## src/design/fuse_lock_map.vh

```
// constants for the self-programming control block
`ifndef FUSE_LOCK_MAP_VH
`define FUSE_LOCK_MAP_VH
// apb byte offsets
`define FLR_CTRL_ADDR 12'h000
`define FLR_PTR_ADDR 12'h004
`define FLR_INSN_ADDR 12'h008
`define FLR_DATA_ADDR 12'h00c
`define FLR_FUSE_ADDR 12'h010
// control register field positions
`define FLR_BIT_ENABLE 0
`define FLR_BIT_ERASE 1
`define FLR_BIT_WRITE 2
`define FLR_BIT_READSEL 3
`define FLR_BIT_REENABLE 4
`define FLR_BIT_BUSY 6
// accepted low five bit combinations
`define FLR_CMD_REENABLE 5'h11
`define FLR_CMD_READSEL 5'h09
`define FLR_CMD_WRITE 5'h05
`define FLR_CMD_ERASE 5'h03
`define FLR_CMD_LOAD 5'h01
// instruction codes written to the instruction register
`define FLR_INSN_LOAD 2'h1
`define FLR_INSN_STORE 2'h2
// pointer values selecting each byte
`define FLR_SEL_FUSE_LOW 2'h0
`define FLR_SEL_LOCK 2'h1
`define FLR_SEL_EXT_FUSE 2'h2
`define FLR_SEL_FUSE_HIGH 2'h3
// window lengths in cpu cycles
`define FLR_LOAD_WINDOW 3'h3
`define FLR_STORE_WINDOW 3'h4
// reset values
`define FLR_CTRL_RESET 8'h00
`define FLR_PTR_RESET 16'h0000
`endif

```

## src/design/flr_rc_timer.v

```verilog
// programming duration timer counting rc oscillator ticks
`timescale 1ns/10ps
module flr_rc_timer #(
  parameter integer TICKS = 512
) (
  input wire clk_sys,
  input wire rst_b,
  input wire start,
  input wire rcTick,
  output wire busy,
  output reg done
);
  reg [31:0] count_reg;
  reg run_reg;
  assign busy = run_reg;
  // load on start, count rc ticks down, pulse done at zero
  always @(posedge clk_sys) begin
    if (!rst_b) begin
      count_reg <= 32'h0;
      run_reg <= 1'b0;
      done <= 1'b0;
    end else begin
      done <= 1'b0;
      if (start && !run_reg) begin
        count_reg <= TICKS;
        run_reg <= 1'b1;
      end else if (run_reg && rcTick) begin
        if (count_reg <= 32'h1) begin
          run_reg <= 1'b0;
          done <= 1'b1;
          count_reg <= 32'h0;
        end else begin
          count_reg <= count_reg - 32'h1;
        end
      end
    end
  end
endmodule // flr_rc_timer

```

## src/design/flr_self_prog.v

```verilog
// self-programming control with fuse and lock readout window
//
// Functional notes
// - pointer 1 plus armed window, load within three cycles returns lock byte
// - enable and select clear on readout, load timeout, or store timeout
// - with window disarmed the load returns the ordinary flash byte
// - pointer 0 with armed window returns fuse low byte
// - pointer 3 with armed window returns fuse high byte
// - pointer 2 with armed window returns extended fuse byte
// - programmed bits read zero, unprogrammed bits read one
// - a write in progress finishes across a reset while supplyOk is high
// - erase and write last 3.7 to 4.5 ms of rc time
// - concurrent section busy flag always reads zero
// - only five low bit combinations are accepted, others ignored
// - eeprom write blocks flash programming and fuse readout
// - cpu stalls for the whole erase or write
//
// Our own choices: the APB register port and the register addresses.
`timescale 1ns/10ps
`include "fuse_lock_map.vh"
module flr_self_prog #(
  parameter integer RC_HZ = 128000,
  parameter integer PROG_TIME_US = 4100,
  parameter integer PROG_MIN_US = 3700,
  parameter integer PROG_MAX_US = 4500
) (
  input wire clk_sys,
  input wire rst_b,
  input wire rcTick,
  input wire supplyOk,
  input wire eepromWriteBusy,
  input wire [7:0] fuseLowProg,
  input wire [7:0] fuseHighProg,
  input wire [7:0] extFuseProg,
  input wire [7:0] lockProg,
  input wire [7:0] flashByte,
  input wire psel,
  input wire penable,
  input wire pwrite,
  input wire [11:0] paddr,
  input wire [31:0] pwdata,
  output reg [31:0] prdata,
  output wire pready,
  output wire pslverr,
  output wire cpuStall,
  output reg flashErase,
  output reg flashWrite,
  output reg bufferLoad,
  output reg bufferClear,
  output wire [15:0] flashAddr
);
  // rc ticks for the nominal duration; must stay inside min and max
  localparam integer PROG_TICKS = (RC_HZ / 1000) * PROG_TIME_US / 1000;
  localparam integer MIN_TICKS = ((RC_HZ / 1000) * PROG_MIN_US + 999) / 1000;
  localparam integer MAX_TICKS = (RC_HZ / 1000) * PROG_MAX_US / 1000;
  localparam integer RUN_TICKS = (PROG_TICKS < MIN_TICKS) ? MIN_TICKS :
    ((PROG_TICKS > MAX_TICKS) ? MAX_TICKS : PROG_TICKS);
  // operation states, one-hot
  localparam [2:0] ST_IDLE = 3'b001;
  localparam [2:0] ST_ARMED = 3'b010;
  localparam [2:0] ST_PROG = 3'b100;

  reg [2:0] state_reg;
  reg [2:0] state_next;
  reg [4:0] ctrl_reg;
  reg [4:0] ctrl_next;
  reg [2:0] window_reg;
  reg [2:0] window_next;
  reg [15:0] ptr_reg;
  reg [7:0] loadData_reg;
  reg [7:0] loadData_next;
  reg progPending_reg;
  wire apbWrite;
  wire apbRead;
  wire insnWrite;
  wire insnLoad;
  wire insnStore;
  wire ctrlWrite;
  wire [4:0] cmd;
  wire cmdOk;
  wire readArmed;
  wire timerBusy;
  wire timerDone;
  reg timerStart;
  reg [7:0] fuseSel;
  wire timerRst_b;

  assign apbWrite = psel && penable && pwrite;
  assign apbRead = psel && penable && !pwrite;
  assign pready = 1'b1;
  assign pslverr = 1'b0;
  assign ctrlWrite = apbWrite && (paddr == `FLR_CTRL_ADDR);
  assign insnWrite = apbWrite && (paddr == `FLR_INSN_ADDR);
  assign insnLoad = insnWrite && (pwdata[1:0] == `FLR_INSN_LOAD);
  assign insnStore = insnWrite && (pwdata[1:0] == `FLR_INSN_STORE);
  assign cmd = pwdata[4:0];
  assign flashAddr = ptr_reg;
  // stall while the timed operation runs, also across a reset that it survives
  assign cpuStall = (state_reg == ST_PROG);
  // the duration timer must keep counting through a reset the run survives,
  // otherwise the held state would wait for a done pulse that never comes
  assign timerRst_b = rst_b || ((state_reg == ST_PROG) && supplyOk);
  assign readArmed = (state_reg == ST_ARMED) && ctrl_reg[`FLR_BIT_READSEL];

  // only the five documented combinations are accepted
  assign cmdOk = (cmd == `FLR_CMD_REENABLE) || (cmd == `FLR_CMD_READSEL) ||
    (cmd == `FLR_CMD_WRITE) || (cmd == `FLR_CMD_ERASE) ||
    (cmd == `FLR_CMD_LOAD);

  flr_rc_timer #(
    .TICKS(RUN_TICKS)
  ) uTimer (
    .clk_sys(clk_sys),
    .rst_b(timerRst_b),
    .start(timerStart),
    .rcTick(rcTick),
    .busy(timerBusy),
    .done(timerDone)
  );

  // fuse or lock byte chosen by the two low pointer bits, inverted
  always @* begin
    case (ptr_reg[1:0])
      `FLR_SEL_FUSE_LOW: fuseSel = ~fuseLowProg;
      `FLR_SEL_LOCK: fuseSel = ~lockProg;
      `FLR_SEL_EXT_FUSE: fuseSel = ~extFuseProg;
      default: fuseSel = ~fuseHighProg;
    endcase
  end

  // control state machine
  always @* begin
    state_next = state_reg;
    ctrl_next = ctrl_reg;
    window_next = window_reg;
    loadData_next = loadData_reg;
    timerStart = 1'b0;
    case (state_reg)
      ST_IDLE: begin
        // eeprom write blocks every command
        if (ctrlWrite && cmdOk && !eepromWriteBusy) begin
          ctrl_next = cmd;
          state_next = ST_ARMED;
          window_next = 3'h0;
        end
        if (insnLoad) begin
          loadData_next = flashByte;
        end
      end
      ST_ARMED: begin
        window_next = window_reg + 3'h1;
        if (insnLoad && readArmed && window_reg < `FLR_LOAD_WINDOW) begin
          loadData_next = fuseSel;
          ctrl_next = 5'h00;
          state_next = ST_IDLE;
        end else if (insnStore && !ctrl_reg[`FLR_BIT_READSEL] &&
            window_reg < `FLR_STORE_WINDOW) begin
          if (ctrl_reg[`FLR_BIT_ERASE] || ctrl_reg[`FLR_BIT_WRITE]) begin
            timerStart = 1'b1;
            state_next = ST_PROG;
          end else begin
            ctrl_next = 5'h00;
            state_next = ST_IDLE;
          end
        end else if ((readArmed && window_reg >= `FLR_LOAD_WINDOW - 3'h1) ||
            (window_reg >= `FLR_STORE_WINDOW - 3'h1)) begin
          ctrl_next = 5'h00;
          state_next = ST_IDLE;
        end else if (insnLoad) begin
          loadData_next = flashByte;
        end
      end
      ST_PROG: begin
        // enable stays up until the rc-timed operation completes
        if (timerDone) begin
          ctrl_next = 5'h00;
          state_next = ST_IDLE;
        end
      end
      default: begin
        state_next = ST_IDLE;
        ctrl_next = 5'h00;
      end
    endcase
  end

  // state registers; a running operation survives reset when supply is good
  always @(posedge clk_sys) begin
    if (!rst_b && !(state_reg == ST_PROG && supplyOk)) begin
      state_reg <= ST_IDLE;
      ctrl_reg <= 5'h00;
      window_reg <= 3'h0;
      loadData_reg <= 8'h00;
    end else begin
      state_reg <= state_next;
      ctrl_reg <= ctrl_next;
      window_reg <= window_next;
      loadData_reg <= loadData_next;
    end
  end

  // pointer register
  always @(posedge clk_sys) begin
    if (!rst_b) begin
      ptr_reg <= `FLR_PTR_RESET;
    end else if (apbWrite && paddr == `FLR_PTR_ADDR && !cpuStall) begin
      ptr_reg <= pwdata[15:0];
    end
  end

  // flash strobes: one cycle at the store, buffer clear on re-enable
  always @(posedge clk_sys) begin
    if (!rst_b) begin
      flashErase <= 1'b0;
      flashWrite <= 1'b0;
      bufferLoad <= 1'b0;
      bufferClear <= 1'b0;
      progPending_reg <= 1'b0;
    end else begin
      flashErase <= timerStart && ctrl_reg[`FLR_BIT_ERASE];
      flashWrite <= timerStart && ctrl_reg[`FLR_BIT_WRITE];
      bufferLoad <= (state_reg == ST_ARMED) && insnStore &&
        (ctrl_reg == `FLR_CMD_LOAD) && window_reg < `FLR_STORE_WINDOW;
      bufferClear <= (state_reg == ST_ARMED) && insnStore &&
        ctrl_reg[`FLR_BIT_REENABLE] && window_reg < `FLR_STORE_WINDOW;
      progPending_reg <= timerBusy;
    end
  end

  // apb read data, unmapped reads as zero
  always @(posedge clk_sys) begin
    if (!rst_b) begin
      prdata <= 32'h0;
    end else if (psel && !penable && !pwrite) begin
      if (paddr == `FLR_CTRL_ADDR) begin
        // busy flag bit 6 is held at zero
        prdata <= {24'h0, 1'b0, 1'b0, 1'b0, ctrl_reg};
      end else if (paddr == `FLR_PTR_ADDR) begin
        prdata <= {16'h0, ptr_reg};
      end else if (paddr == `FLR_DATA_ADDR) begin
        prdata <= {24'h0, loadData_reg};
      end else if (paddr == `FLR_FUSE_ADDR) begin
        prdata <= {29'h0, progPending_reg, eepromWriteBusy, state_reg[2]};
      end else begin
        prdata <= 32'h0;
      end
    end
  end
endmodule // flr_self_prog

```

## config.mk

```make
export PLATFORM = sky130hd
export DESIGN_NAME = flr_self_prog
export DESIGN_NICKNAME = d
export VERILOG_FILES = /design/src/design/flr_rc_timer.v /design/src/design/flr_self_prog.v
export VERILOG_INCLUDE_DIRS = /design/src /design/src/design
export SDC_FILE = /design/constraint.sdc
export NUM_CORES = 1
export LEC_CHECK = 0
export ABC_AREA = 1
export BUFFER_PORTS_ARGS = -buffer_cell sky130_fd_sc_hd__buf_2
export CORE_ASPECT_RATIO = 0.75
export CORE_MARGIN = 2
export CORE_UTILIZATION = 50
export DETAILED_ROUTE_END_ITERATION = 8
export PLACE_DENSITY = 0.84
export SYNTH_ARGS = -nofsm -noshare
export SYNTH_HDL_FRONTEND = slang
export SYNTH_SLANG_ARGS = --single-unit
```

## constraint.sdc

```tcl
create_clock -name clk_sys -period 2 [get_ports clk_sys]
set_input_delay 0.4 -clock clk_sys [delete_from_list [all_inputs] [get_ports clk_sys]]
set_output_delay 0.4 -clock clk_sys [all_outputs]
set_load 0.02 [all_outputs]
```

==> results_dict.tcl <==
set metrics [dict create \
    place.detailed.hpwl_um 9731 \
    critPathBufInv 2 \
    ir_drop_v 0.0004497 \
    critPathRequiredTime_ps 2230 \
    crit_path_max_fanout 5 \
    cts.sinks 90 \
    timing.rr.end "uTimer.count_reg[28]" \
    grt_pass1_vias 4411 \
    slew_headroom_pct 62.18 \
    finalInstanceArea_um2 6130 \
    ctsLongestPathBuffers 2 \
    fin_nets 940 \
    fp-row-count 31 \
    power_mw 4.158 \
    die_h_um 90.75 \
    core_um2 9697 \
    path_delay_family "simple AND/OR/NAND/NOR gates" \
    crit_slowest_cell "dfxtp_1" \
    fin_ws_ps 168.0 \
    start_kind "register" \
    track_usage_pct 23.66 \
    num_vias 4924 \
    wl_um 12560 \
    status "finished, final reports clean" \
    dieArea_um2 10860 \
    utilization_pct 63.21 \
    cp-startpoint "uTimer.count_reg[1]" \
    grt_first_pass_wirelength_um 20800 \
    setup_viol 0 \
    drive_above_1_share_pct 25.71 \
    cp_slowest_stage_delay_ps 310 \
    place_ws_ps -20.55 \
    ys_warn_count 0 \
    avgSynthCellArea_um2 7.067 \
    clk_pin_slew_ps 60 \
    rr_worst_depth 11 \
    synthDistinctLibCells 41 \
    layoutNonFillerInstCount 980 \
    drv_cap 0 \
    synth_flop_cell "dfxtp_1" \
    hold_violations 0 \
    rr_startpoint "uTimer.count_reg[1]" \
    syn_inst 710 \
    synth_edf_count 0 \
    htree_num_levels 3 \
    antennaDiodeCount 0 \
    path_cells "inv_1 > ha_2 > inv_1 > nor2_4 > nand2_2 > nor2_4 > nand2_4 > nor2_4 > nand3_1 > xor2_1 > nor2_1" \
    fin_tns_setup_ps 0 \
    multi_input_area_um2 2669 \
    gp_congestion 0.9580 \
    dp.cells 962 \
    cts_root_buffer "clkbuf_16" \
    cts_tree "yes" \
    ys_ff_latch 90 \
    cpMostUsedCell "nor2_4" \
    firstDrtPassIters 5 \
    io-pin-count 147 \
    max_freq_ghz 0.5459 \
    fin_crit_ps 1832 \
    leakage_nw 2.817 \
    fin_worst_skew_ps 5.281 \
    ant_nets 0 \
    crit_cells 11 \
    p_per_area_nw_per_um2 678.4 \
    regArea_um2 1802 \
    rrSetupSlack_ps 170 \
    cp-end-kind "register" \
    rsz0062_at_grt "false" \
    drt_iter0_drc 395 \
    syn_to_final_growth_pct 22.17 \
    largest_reg_flops 32 \
    die_w_um 119.7 \
    fin_crit_sh_pct 91.60 \
    crit_end "uTimer.count_reg[28]" \
    route.detailed.drc 0 \
    gr-total-overflow 0 \
    port_buffers 112 \
    grt_max_degree 32 \
    antenna_found_initial 0 \
    dpl_cell_area_um2 5777 \
    critPathArrivalTime_ps 2070 \
    yosysSeqAreaShare_pct 35.91 \
    fin_hold_ws_ps 336.4 \
    initial_core_util_pct 51.74 \
    ys_async_sr_fraction_pct 0 \
    min_path_type "in2reg" \
    tightest_slew_ps 563.0 \
    cts_hold_buffers 0 \
    wl_per_cell_um 12.82 \
    final.fill_count 844 \
    slew_violations 0 \
    critical_path_class "reg2reg" \
    numCtsBuffers 9 \
    clock_latency_ps 340 \
    viasPerCell 5.024 \
    synthesis.area_um2 5017 \
]
-- cell usage after synthesis (3+ instances only) --
master / number / area (µm²)
a31oi_1: 3 / 18.77
o21ai_0: 15 / 75.07
xor2_1: 26 / 227.7
nand3_2: 4 / 40.04
a211oi_1: 16 / 120.1
nor3_1: 26 / 130.1
nand2_2: 6 / 37.54
nor3_2: 4 / 40.04
nor3b_1: 3 / 22.52
nand2_1: 125 / 469.2
nor4_1: 3 / 18.77
nand4_1: 16 / 100.1
buf_4: 18 / 135.1
inv_1: 102 / 382.9
nor2_2: 26 / 162.7
nor2_1: 95 / 356.6
nand3_1: 32 / 160.2
buf_2: 3 / 15.01
clkbuf_1: 7 / 26.28
o2111ai_1: 4 / 35.03
a21oi_1: 35 / 175.2
ha_1: 5 / 62.56
nand3b_1: 3 / 22.52
or2_2: 10 / 62.56
nor2_4: 9 / 101.4
dfxtp_1: 90 / 1802
-- cell families (layout without fill, tap and decap cells) --
family	count (synthesis)	after routing	share of synthesized area [%]
AOI/OAI and AO/OA	82	82	9.875
xor gates and xnor gates	28	28	4.888
adders and majority gates	5	5	1.247
buffers and inverters	136	258	12.24
DFF	90	90	35.91
other	2	18	0.1497
and+or+nand+nor	367	367	35.69
-- report_power, final --
part           leakage [nW]  internal [mW]  switching [mW]
clock                 0.163           1.16           0.688
sequential            0.725           1.81          0.0246
combinational          1.93          0.169           0.301
total                  2.82           3.14            1.01
-- layout by cell type, fill, tap and decap left out, types with 16 or more instances in the layout --
master and count:
a211oi_1 16, nor2_1 95, nor3_1 26, nand3_1 32
inv_1 101, conb_1 18, nand4_1 16, buf_4 22
dfxtp_1 90, xor2_1 26, nor2_2 26, a21oi_1 35
nand2_1 125, buf_2 112
-- final cells by class --
type | count | area share [%]
inverters | 106 | 6.491
well taps | 132 | 2.694
clock buffers | 12 | 4.185
flip-flops and latches | 90 | 29.39
clock inverters | 4 | 1.204
multi-input cells | 500 | 43.54
repair buffers | 136 | 12.49
-- worst reg2reg max path, cell delays in order (launching register included) --
cell	delay, ps
dfxtp_1	310
inv_1	110
ha_2	210
inv_1	80
nor2_4	170
nand2_2	100
nor2_4	120
nand2_4	90
nor2_4	170
nand3_1	140
xor2_1	160
nor2_1	50
-- how the worst min path moves through the flow --
stage / from / to / slack (ps) / cells past startpoint
floorplan: loadData_reg[0] / loadData_reg[0] / 420 / 2
global placement: loadData_reg[0] / loadData_reg[0] / 440 / 2
detailed placement: loadData_reg[4] / loadData_reg[4] / 440 / 2
CTS: pwdata[14] / flashAddr[14] / 330 / 3
global route: pwdata[15] / flashAddr[15] / 350 / 3
finish: pwdata[12] / flashAddr[12] / 340 / 3
-- per-layer routing --
metal / GRT usage, % / vias up / wire [µm]
met2: 34.57 / 217 / 5100
met5: 0 / - / 0
met1: 33.99 / 2182 / 6133
met3: 6.692 / 25 / 1117
li1: - / 2500 / -
met4: 6.275 / 0 / 209
-- repair_timing --
item | in CTS | in global routing
gates resized for setup | 0 | 4
setup endpoints to repair | 0 | 23
setup buffers | 0 | 2
(Power assumes the default switching activity.)
